`config.mk`:
```
export PLATFORM = sky130hd
export DESIGN_NAME = qis_sequencer
export DESIGN_NICKNAME = d
export VERILOG_FILES = /design/src/logic/qis_pkg.sv /design/src/logic/qis_port_slice.sv /design/src/logic/qis_sequencer.sv
export SDC_FILE = /design/constraint.sdc
export NUM_CORES = 1
export LEC_CHECK = 0
export ABC_AREA = 1
export ABC_CLOCK_PERIOD_IN_PS = 15300
export BUFFER_PORTS_ARGS = -buffer_cell sky130_fd_sc_hd__clkbuf_2
export CAP_MARGIN = 15
export CORE_UTILIZATION = 44
export DETAILED_ROUTE_END_ITERATION = 6
export GPL_ROUTABILITY_DRIVEN = 0
export GPL_TIMING_DRIVEN = 0
export PLACE_DENSITY_LB_ADDON = 0.05
export SKIP_LAST_GASP = 1
export SYNTH_ARGS = -nofsm -noshare
export SYNTH_HDL_FRONTEND = slang
export SYNTH_SLANG_ARGS = --single-unit
```
`constraint.sdc`:
```
create_clock -name clk -period 15.3 [get_ports clk]
set_clock_uncertainty 0.15 [all_clocks]
set_input_delay 2.295 -clock clk [delete_from_list [all_inputs] [get_ports clk]]
set_output_delay 2.295 -clock clk [all_outputs]
set_load 0.01 [all_outputs]
```
`src/logic/qis_pkg.sv`:
```
// Overview of operation
// - Load port counter from low two start address bits at request start
// - After each processor acknowledge, jump counter to next requested word
// - Counter value N selects memory port N
// - Each port carries low address bits equal to the word it serves
// - Ports served in ascending order modulo 4 from the start word
// - One latch per asserted word request; cleared once that word transfers
// - Empty latches drop port cycle requests; end on done flag or ports idle
// - Four-word read raises fast, slow and immediate requests on all ports
// - Port acknowledges and data held per port until that port is selected
// - Selected port acknowledge forwarded on phase A or B
// - Delayed acknowledge and latched select drive that port data out
// - Selected port read restart synchronized then raises data valid A or B
// - Read: at delayed restart advance counter and clear latch of word sent
// - Completion flag set on final word; with empty latches ends read
// - Write: no port requests until first word loaded, then all requested ports
// - Write: port acknowledge gives enable, then pulse driving data and restart
// - Write: delayed acknowledge advances counter and sets cycling flag
// - While cycling, internal acknowledge per port and word strobed to buffer
// - Write finished when all ports not busy; cycling flag then cleared
// - Missing request line at start word is an error
package qis_pkg;
  localparam int NUM_PORTS = 4;
  localparam int DATA_W = 36;
  localparam int CLK_PERIOD_NS = 20;
  localparam int ADV_CLOCK_NS = 62;
  // Advance step is a least time, so round up
  localparam int ADV_CYCLES = (ADV_CLOCK_NS + CLK_PERIOD_NS - 1) / CLK_PERIOD_NS;
  localparam int WR_PULSE_DELAY_NS = 60;
  localparam int WR_PULSE_CYCLES =
    (WR_PULSE_DELAY_NS + CLK_PERIOD_NS - 1) / CLK_PERIOD_NS;
  localparam logic [1:0] WORD0 = 2'h0;
  localparam logic [3:0] NO_WORDS = 4'h0;

  typedef enum logic [2:0] {
    QIS_IDLE = 3'b000,
    QIS_LOAD = 3'b001,
    QIS_WAIT_ACK = 3'b010,
    QIS_WAIT_RS = 3'b011,
    QIS_ADVANCE = 3'b100,
    QIS_FINISH = 3'b101
  } qis_state_e;

  typedef struct packed {
    logic req;
    logic write;
    logic [1:0] start;
    logic [3:0] words;
  } qis_req_s;

  typedef struct packed {
    logic fast;
    logic slow;
    logic imm;
  } qis_cyc_s;
endpackage : qis_pkg

```
`src/logic/qis_port_slice.sv`:
```
`timescale 1ns/1ns
// One memory port: holds the port acknowledge, read restart and data until selected,
// and runs the write enable / write pulse timing for that port.
module qis_port_slice #(
  parameter int DATA_W = qis_pkg::DATA_W,
  parameter int PULSE_DLY = qis_pkg::WR_PULSE_CYCLES
) (
  input wire logic clk,
  input wire logic rst,
  input wire logic clear,
  input wire logic write_mode,
  input wire logic port_ack,
  input wire logic port_rs,
  input wire logic [DATA_W-1:0] port_rdata,
  input wire logic strobe,
  input wire logic [DATA_W-1:0] proc_wdata,
  output logic ack_held,
  output logic rs_held,
  output logic [DATA_W-1:0] buffer,
  output logic write_enable,
  output logic write_pulse
);
  logic [3:0] pulse_cnt;
  logic loaded;
  logic pulse_due;

  if (PULSE_DLY < 1 || PULSE_DLY > 15) begin : g_bad_dly
    $error("qis_port_slice: PULSE_DLY out of range");
  end

  assign pulse_due = write_enable && pulse_cnt == 4'h1;

  // Event latches; a new event in the clearing cycle wins
  always_ff @(posedge clk or posedge rst) begin
    if (rst) begin
      ack_held <= 1'b0;
      rs_held <= 1'b0;
    end else begin
      ack_held <= port_ack | (ack_held & ~clear & ~pulse_due);
      rs_held <= port_rs | (rs_held & ~clear);
    end
  end

  always_ff @(posedge clk or posedge rst) begin
    if (rst) begin
      buffer <= '0;
    end else if (write_mode && strobe) begin
      buffer <= proc_wdata;
    end else if (!write_mode && port_ack) begin
      buffer <= port_rdata;
    end else if (clear && !write_mode) begin
      buffer <= '0;
    end
  end

  // Word owed to this port; an early port acknowledge must not write a stale buffer
  always_ff @(posedge clk or posedge rst) begin
    if (rst) begin
      loaded <= 1'b0;
    end else if (write_mode && strobe) begin
      loaded <= 1'b1;
    end else if (pulse_due) begin
      loaded <= 1'b0;
    end
  end

  // Write enable once acknowledged and loaded, pulse after the delay
  always_ff @(posedge clk or posedge rst) begin
    if (rst) begin
      write_enable <= 1'b0;
      pulse_cnt <= '0;
      write_pulse <= 1'b0;
    end else begin
      write_pulse <= 1'b0;
      if (write_mode && loaded && (port_ack || ack_held) && !write_enable) begin
        write_enable <= 1'b1;
        pulse_cnt <= 4'(PULSE_DLY);
      end else if (write_enable) begin
        if (pulse_due) begin
          write_enable <= 1'b0;
          write_pulse <= 1'b1;
        end
        pulse_cnt <= pulse_cnt - 4'h1;
      end
    end
  end
endmodule : qis_port_slice

```
`src/logic/qis_sequencer.sv`:
```
`timescale 1ns/1ns
module qis_sequencer #(
  parameter int DATA_W = qis_pkg::DATA_W,
  parameter int ADV_DLY = qis_pkg::ADV_CYCLES
) (
  input wire logic clk,
  input wire logic rst,
  input wire qis_pkg::qis_req_s req_in,
  input wire logic phase_b,
  input wire logic [DATA_W-1:0] proc_wdata,
  output logic proc_ack_a,
  output logic proc_ack_b,
  output logic data_valid_a,
  output logic data_valid_b,
  output logic [DATA_W-1:0] proc_rdata,
  output logic proc_rdata_en,
  output logic request_error,
  output logic busy,
  output qis_pkg::qis_cyc_s [3:0] memory_cycle_request,
  output logic [3:0][1:0] port_low_addr,
  input wire logic [3:0] port_ack,
  input wire logic [3:0] read_restart,
  input wire logic [3:0] port_busy,
  input wire logic [3:0][DATA_W-1:0] port_rdata,
  output logic [3:0][DATA_W-1:0] port_wdata,
  output logic [3:0] port_data_drive_enable,
  output logic [3:0] write_restart,
  output logic [3:0] write_enable
);
  // The advance counter is four bits wide
  if (ADV_DLY < 1 || ADV_DLY > 15) begin : g_bad_adv
    $error("qis_sequencer: ADV_DLY out of range");
  end

  // ----------------------------------------
  // Next requested word, modulo 4
  // ----------------------------------------
  function automatic logic [1:0] next_word(input logic [1:0] cur, input logic [3:0] pend);
    logic [1:0] cand;
    next_word = cur;
    for (int i = 3; i >= 1; i--) begin
      cand = 2'(cur + 2'(i));
      if (pend[cand]) next_word = cand;
    end
  endfunction : next_word

  // Request mask without the word at the counter
  function automatic logic [3:0] drop_word(input logic [3:0] pend, input logic [1:0] cur);
    drop_word = pend & ~(4'h1 << cur);
  endfunction : drop_word

  qis_pkg::qis_state_e state;
  logic is_write;
  logic [1:0] counter;
  logic [1:0] latched_port_select;
  logic [3:0] word_pending;
  logic [3:0] word_todo;
  logic any_word_pending;
  logic request_done_flag;
  logic first_word_loaded;
  logic cycling_flag;
  logic delayed_acknowledge;
  logic rs_sync;
  logic [3:0] adv_cnt;
  logic [3:0] ack_held;
  logic [3:0] rs_held;
  logic [3:0] slice_clear;
  logic [3:0] buffer_write_strobe;
  logic [3:0] write_pulse;
  logic sel_ack;
  logic sel_rs;
  logic all_idle;
  logic adv_last;
  logic [3:0][DATA_W-1:0] bufs;
  logic [3:0][DATA_W-1:0] port_wdata_r;

  assign any_word_pending = word_pending != qis_pkg::NO_WORDS;
  assign all_idle = port_busy == 4'h0;
  // While cycling, later write acknowledges are made internally
  assign sel_ack = is_write ? (cycling_flag | ack_held[counter]) : ack_held[counter];
  assign sel_rs = rs_held[counter];
  assign busy = state != qis_pkg::QIS_IDLE;
  assign port_wdata = port_wdata_r;
  assign adv_last = state == qis_pkg::QIS_ADVANCE && adv_cnt == 4'h1;

  // ----------------------------------------
  // Port slices
  // ----------------------------------------
  for (genvar p = 0; p < 4; p++) begin : g_port
    qis_port_slice #(.DATA_W(DATA_W)) u_slice (
      .clk(clk),
      .rst(rst),
      .clear(slice_clear[p]),
      .write_mode(is_write),
      .port_ack(port_ack[p]),
      .port_rs(read_restart[p]),
      .port_rdata(port_rdata[p]),
      .strobe(buffer_write_strobe[p]),
      .proc_wdata(proc_wdata),
      .ack_held(ack_held[p]),
      .rs_held(rs_held[p]),
      .buffer(bufs[p]),
      .write_enable(write_enable[p]),
      .write_pulse(write_pulse[p])
    );
    assign port_low_addr[p] = 2'(p);
    assign port_wdata_r[p] = write_pulse[p] ? bufs[p] : '0;
    assign write_restart[p] = write_pulse[p];
    // Cycle request only for pending words; writes wait for the first buffered word
    assign memory_cycle_request[p].fast = word_pending[p] & (~is_write | first_word_loaded);
    assign memory_cycle_request[p].slow = memory_cycle_request[p].fast;
    assign memory_cycle_request[p].imm = memory_cycle_request[p].fast;
    assign port_data_drive_enable[p] = delayed_acknowledge & ~is_write &
      (latched_port_select == 2'(p));
    assign slice_clear[p] = adv_last && counter == 2'(p);
    // Later words are on the data lines when their internal acknowledge is made
    assign buffer_write_strobe[p] = is_write && counter == 2'(p) &&
      (state == qis_pkg::QIS_LOAD ||
       (state == qis_pkg::QIS_WAIT_ACK && sel_ack && cycling_flag));
  end

  // ----------------------------------------
  // Sequence control
  // ----------------------------------------
  always_ff @(posedge clk or posedge rst) begin
    if (rst) begin
      state <= qis_pkg::QIS_IDLE;
      is_write <= 1'b0;
      counter <= qis_pkg::WORD0;
      adv_cnt <= '0;
      request_error <= 1'b0;
    end else begin
      unique case (state)
        qis_pkg::QIS_IDLE: begin
          if (req_in.req) begin
            request_error <= ~req_in.words[req_in.start];
            if (req_in.words[req_in.start]) begin
              counter <= req_in.start;
              is_write <= req_in.write;
              state <= req_in.write ? qis_pkg::QIS_LOAD : qis_pkg::QIS_WAIT_ACK;
            end
          end
        end
        qis_pkg::QIS_LOAD: state <= qis_pkg::QIS_WAIT_ACK;
        qis_pkg::QIS_WAIT_ACK: begin
          if (sel_ack) state <= is_write ? qis_pkg::QIS_ADVANCE : qis_pkg::QIS_WAIT_RS;
          adv_cnt <= 4'(ADV_DLY);
        end
        qis_pkg::QIS_WAIT_RS: begin
          if (sel_rs) state <= qis_pkg::QIS_ADVANCE;
          adv_cnt <= 4'(ADV_DLY);
        end
        qis_pkg::QIS_ADVANCE: begin
          adv_cnt <= adv_cnt - 4'h1;
          if (adv_last) begin
            counter <= next_word(counter, drop_word(word_todo, counter));
            state <= (word_todo == (4'h1 << counter)) ? qis_pkg::QIS_FINISH
                                                      : qis_pkg::QIS_WAIT_ACK;
          end
        end
        qis_pkg::QIS_FINISH: begin
          // Reads end on done flag; writes wait for every port to go idle
          if (!any_word_pending && (is_write ? all_idle : request_done_flag))
            state <= qis_pkg::QIS_IDLE;
        end
        default: state <= qis_pkg::QIS_IDLE;
      endcase
    end
  end

  // ----------------------------------------
  // Request latches
  // ----------------------------------------
  // Words still to visit with the counter
  always_ff @(posedge clk or posedge rst) begin
    if (rst) begin
      word_todo <= '0;
    end else if (state == qis_pkg::QIS_IDLE && req_in.req && req_in.words[req_in.start]) begin
      word_todo <= req_in.words;
    end else if (adv_last) begin
      word_todo <= drop_word(word_todo, counter);
    end
  end

  // A write word is only transferred at its port's write pulse, which may trail the visit
  always_ff @(posedge clk or posedge rst) begin
    if (rst) begin
      word_pending <= '0;
    end else if (state == qis_pkg::QIS_IDLE && req_in.req && req_in.words[req_in.start]) begin
      word_pending <= req_in.words;
    end else if (is_write) begin
      word_pending <= word_pending & ~write_pulse;
    end else if (adv_last) begin
      word_pending <= drop_word(word_pending, counter);
    end
  end

  // ----------------------------------------
  // Flags
  // ----------------------------------------
  always_ff @(posedge clk or posedge rst) begin
    if (rst) begin
      request_done_flag <= 1'b0;
      first_word_loaded <= 1'b0;
      cycling_flag <= 1'b0;
    end else begin
      if (state == qis_pkg::QIS_IDLE) request_done_flag <= 1'b0;
      else if (adv_last && word_todo == (4'h1 << counter))
        request_done_flag <= 1'b1;
      if (state == qis_pkg::QIS_IDLE) first_word_loaded <= 1'b0;
      else if (state == qis_pkg::QIS_LOAD) first_word_loaded <= 1'b1;
      if (is_write && delayed_acknowledge) cycling_flag <= 1'b1;
      else if (state == qis_pkg::QIS_FINISH && all_idle) cycling_flag <= 1'b0;
    end
  end

  // ----------------------------------------
  // Acknowledge, delayed acknowledge, select latch and phase steering
  // ----------------------------------------
  always_ff @(posedge clk or posedge rst) begin
    if (rst) begin
      delayed_acknowledge <= 1'b0;
      latched_port_select <= qis_pkg::WORD0;
      rs_sync <= 1'b0;
      proc_ack_a <= 1'b0;
      proc_ack_b <= 1'b0;
      data_valid_a <= 1'b0;
      data_valid_b <= 1'b0;
    end else begin
      delayed_acknowledge <= state == qis_pkg::QIS_WAIT_ACK && sel_ack;
      if (state == qis_pkg::QIS_WAIT_ACK && sel_ack) latched_port_select <= counter;
      proc_ack_a <= state == qis_pkg::QIS_WAIT_ACK && sel_ack && !phase_b;
      proc_ack_b <= state == qis_pkg::QIS_WAIT_ACK && sel_ack && phase_b;
      rs_sync <= state == qis_pkg::QIS_WAIT_RS && sel_rs;
      data_valid_a <= rs_sync && !phase_b;
      data_valid_b <= rs_sync && phase_b;
    end
  end

  // ----------------------------------------
  // Data towards the processor, one word at a time
  // ----------------------------------------
  always_ff @(posedge clk or posedge rst) begin
    if (rst) begin
      proc_rdata <= '0;
      proc_rdata_en <= 1'b0;
    end else begin
      proc_rdata_en <= 1'b0;
      for (int p = 0; p < 4; p++) begin
        if (port_data_drive_enable[p]) begin
          proc_rdata <= bufs[p];
          proc_rdata_en <= 1'b1;
        end
      end
    end
  end

endmodule : qis_sequencer

```
Word-level counts from Yosys, hierarchy flattened
Index checks and enable logic that the tools add are counted.

Flip-flop bits (word level): 247. Input port bits: 203. Output and inout bits: 219. Word-level logic and storage cells: 335.

Add/sub/neg operators: 8. $lt $le $gt $ge: 5. Equal/unequal tests: 24. Shifts and indexed selects: 1. Mux-type cells: 107. Bitwise logic cells: 46. Reductions and logical operators: 97.

Operators with widths (count): 36-bit 2-to-1 mux (20); 1-bit logical AND (54); 4-bit 2-to-1 mux (13); 1-bit 2-to-1 mux (50); 2-bit nonzero test (14); 3-bit 2-to-1 mux (8); 1-bit bitwise AND (21); 4-bit by 1-bit == test with 1-bit output (second input constant) (5); 4-bit by 1-bit subtractor with 4-bit output (second input constant) (5); 3-bit case mux with 6 select lines (1); 3-bit nonzero test (6); 2-bit by 3-bit less-than comparator with 1-bit output (second input constant) (5); 2-bit 2-to-1 mux (7); 4-bit bitwise AND (3); 1-bit binary-select mux with 2-bit select (6); 2-bit inequality test (second input constant) (5); 1-bit inverter (10); 1-bit bitwise OR (10); 2-bit == test (second input constant) (4); 4-bit inverter (2); 4-bit case mux with 2 select lines (1); 4-bit nonzero test (2); 1-bit zero test (7); 3-bit by 2-bit == test with 1-bit output (second input constant) (2); other kinds (19) (27).

Depth between registers and ports, before layout
Depth after elaboration: 10. Depth in mapped cells: 13. Depth with buffers taken out: 13.

Cells and area by module
Synthesis repeated with hierarchy kept, for this count alone.

Cell total of the unflattened synthesis: 1990. Area total of the unflattened synthesis: 15590.0 µm².

By module, submodules not included: qis_port_slice at g_port[0].u_slice ... (instances 3, cells an instance 248, area each 2446.1 µm², seq. area each 1126.1 µm²); qis_sequencer (instances 1, cells an instance 998, area each 5803.1 µm², seq. area each 1676.6 µm²); qis_port_slice at g_port[3].u_slice (instances 1, cells an instance 248, area each 2448.6 µm², seq. area each 1126.1 µm²).

Least setup slack after synthesis
OpenSTA, ideal clock, no wires.

Kind: flip-flop to output port. Start: reg is_write. End: out memory_cycle_request[10] (netlist bit). Arrival: 1.527 ns. Required time: 12.855 ns. Slack: 11.328 ns. Stages on the path, launching flop included: 6. Buffers on the path: 4. Cell sequence: dfrtp_1 buf_2 buf_2 clkbuf_1 a21boi_0 buf_4.

RTL lines: start: declaration (line qis_sequencer.sv:53) `logic is_write;`; start signal: assignment (line qis_sequencer.sv:139) `is_write <= req_in.write;`; end: declaration (line qis_sequencer.sv:19) `output qis_pkg::qis_cyc_s [3:0] memory_cycle_request,`.

==> summary.txt <==
Setup path
  • Reg-to-Reg End: g_port[3].u_slice.buffer[14]
  • Worst R2R Start: counter[1]
  • Crit path DAT: 2.65 ns
  • CP Buf/Inv Count: 4
  • WP data required: 12.86 ns
  • Crit path launch type: register
  • CP Class: register to output pin
  • Max stage delay on crit path: 0.70 ns
  • Reg2Reg Depth: 10
  • CP Capture Type: output pin
  • CP max-delay cell: clkbuf_1
  • Most frequent CP cell: clkbuf_1
  • Crit path cell chain: clkbuf_1, clkbuf_1, nand2_1, inv_1, clkbuf_2
  • Largest delay share family, worst path: buffers and inverters
  • Max Fanout on Critical Path: 10
  • Reg2reg setup slack: 12.43 ns

Placement
  • Dpl cells: around 3.2k
  • Setup Slack @ Placement: 10.85 ns
  • PortBufs: ~410
  • Post-DP HPWL: 48,200 microns

Yosys
  • Most common flop cell mapped by yosys: dfrtp_1
  • Mapped Cells: 2,354
  • Yosys reg bits: 247
  • Post-synth top cells: nand2_1, nand3_1, inv_1
  • Cell Area, Synth: 15,400 sq um
  • Area leader, netlist: dfrtp_1
  • Post-Syn Area per Cell: 6.54 sq um
  • Post-synth EDFFs: 0
  • Register area share after synthesis: 40.1%
  • Synth area leaders: dfrtp_1, nand2_1, nand3_1
  • Most common cell in the netlist: nand2_1
  • Area share of the leading cell type in the synthesized netlist: 40.1%
  • Synth Warn #: 0
  • Ys async rst share: 100%
  • Post-synthesis cell type count: 40

STA
  • Final WS setup: between 10 and 15 ns
  • Final setup vio count: 0
  • Unrepaired setup endpoints after global routing: false
  • Period Utilization, post-route: 33.3%
  • Slew @ Worst Pin: about 0.97 ns
  • Max frequency: 0.196 GHz
  • Slew margin rel.: 35.0%
  • Fin Setup TNS: 0 ns
  • Slew Viols, Final: 0
  • Final-report hold violation count: 0
  • Final Critical Period: ~5.1 ns

Routing
  • DR vias/cell: approximately 5.4
  • DR WL/cell: 19.7 microns
  • Initial DRC Count: 1,768
  • First-pass detailed-route iteration total: 7
  • Final ANT Viol Nets: 0
  • Vias: between 15k and 20k
  • Post-Route WL: 64,700 microns
  • Drt drc: 0

Clock network
  • # H-tree levels: 1
  • Hold_buf cts: 0
  • Sink Count: between 200 and 250
  • TritonCTS buffer count: 29
  • Post-cts sizing count: 0
  • Worst-path clk slew: 0.05 ns
  • Clk Latency, worst-skew pair: 0.55 ns
  • Post-CTS Setup Inserts: 0
  • Max clock buf depth: 3
  • TritonCTS clock tree: built
  • Root Driver: clkbuf_16

Die
  • I/O Pins: 422
  • Total die area: 35,700 sq um
  • Die X: roughly 190 microns
  • Core ar.: 34,500 sq um
  • Die H: ~190 microns
  • Rows: 68
  • Initial core utilization: roughly 45%

Min path
  • Min-Delay Endpoint: g_port[3].u_slice.pulse_cnt[1]
  • Worst hold path stage count: 2
  • Min-delay src: g_port[3].u_slice.pulse_cnt[1]
  • HP Class: register to register

Power and ir drop
  • Clock power share: 18.9%
  • Power consumption: approximately 3600 uW
  • Static leakage: ~0.012 uW
  • Switch share: 46.7%
  • Pint: 1920 uW
  • Power per standard cell area: around 190 nW/um^2
  • Reg power frac: 33.7%
  • Worst vdd ir: 0.116 mV
  • P_sw: 1680 uW
  • Combinational share of power: 47.3%

Job
  • Max Cap Violations: 0

Global routing
  • Initial antenna violation count: 1
  • Number of global-route vias before repair: 16.2k
  • First-pass GRT wire length: 96,300 microns
  • Gr usage total: 35.5%
  • Pin count of the biggest net entering global routing: 123
  • Remaining Overflow, GRT: 0

Finish
  • Sequential Area: 6180 sq um
  • Layout area overhead: 23.5%
  • Diode count: 0
  • Area taken by multi-input logic gates: 7200 sq um
  • Fillers: between 3k and 4k
  • Post-Layout Cell Count: 3,281
  • # nets final: 3,027
  • Layout cells sized above 1: 20.7%

Run status
  • Status: completed
==> state kept, by name, summed over array words and instances, names as in the netlist, 3 cells and up <==
| name | flops |
|---|---|
| g_port.u_slice.loaded | 4 |
| adv_cnt | 4 |
| word_todo | 4 |
| g_port.u_slice.buffer | 144 |
| proc_rdata | 36 |
| g_port.u_slice.ack_held | 4 |
| state | 3 |
| g_port.u_slice.pulse_cnt | 16 |
| g_port.u_slice.rs_held | 4 |
| g_port.u_slice.write_enable | 4 |
| word_pending | 4 |
| g_port.u_slice.write_pulse | 4 |
==> layer usage <==
metal | share of wire [%] | GRT usage, %
met1 | 40 | 47.5
met2 | 45 | 56.9
met3 | 10 | 5.65
met4 | 4.7 | 15.5
met5 | 0.020 | 0
==> cells by family after synthesis <==
group | synth area share, %
buffers and inverters | 13.2
other | 0.0488
flip-flops | 40.1
XOR/XNOR | 0.228
adder cells (fa/ha/maj) | 1.46
AND/OR/NAND/NOR | 38.5
AO/OA/AOI/OAI | 6.44
==> power groups by stage <==
stage	clock network [uW]	logic (uW)	registers, uW
after floorplan	0	1090	1160
after global placement	0	1640	1200
after detailed placement	0	1680	1210
after CTS	684	1680	1210
after global routing	710	1880	1250
final	683	1710	1220
==> worst max-delay path by stage <==
stage | endpoint | cells past startpoint | from
after detailed placement | port_wdata[121] | 5 | g_port[3].u_slice.write_pulse
after global routing | port_wdata[128] | 5 | g_port[3].u_slice.write_pulse
final | port_wdata[121] | 5 | g_port[3].u_slice.write_pulse
after CTS | port_wdata[121] | 5 | g_port[3].u_slice.write_pulse
after global placement | g_port[2].u_slice.buffer[9] | 2 | rst
after floorplan | adv_cnt[0] | 1 | rst
==> worst min-delay path, stage by stage (launching register included) <==
cell     delay, ns
dfrtp_1       0.34
a21oi_1       0.06
inv_1         0.04
==> metrics by stage <==
step / utilization [%] / hold WS, ns / instance area (sq um)
finish: 55.2 / 0.323 / 19000
global route: 55.2 / 0.354 / 19000
CTS: 55.2 / 0.329 / 19000
detailed placement: 52.6 / 0.315 / 18100
global placement: 52.4 / 0.309 / 18100
floorplan: - / 0.285 / 15400
==> area by class of cell <==
type,instances,share of cell area (%)
well taps,455,2.99
flip-flops and latches,247,32.5
clock buffers,46,4.47
plain buffers,154,4.36
repair buffers,415,11.2
inverters,321,6.38
multi-input cells,1638,37.9
clock inverters,5,0.263
==> cell usage in the layout, fill, tap and decap left out, types with 18 or more instances in the layout <==
master and instances:
nand3_1 315, buf_2 57, nor2_1 71, o21ai_0 55, clkbuf_1 61, a21oi_1 83, ha_1 18, nor3_1 42
inv_1 311, dfrtp_1 247, clkbuf_16 29, clkbuf_2 413, buf_4 28, nand2_1 976
Note: power is estimated with default switching activity, not from simulation.
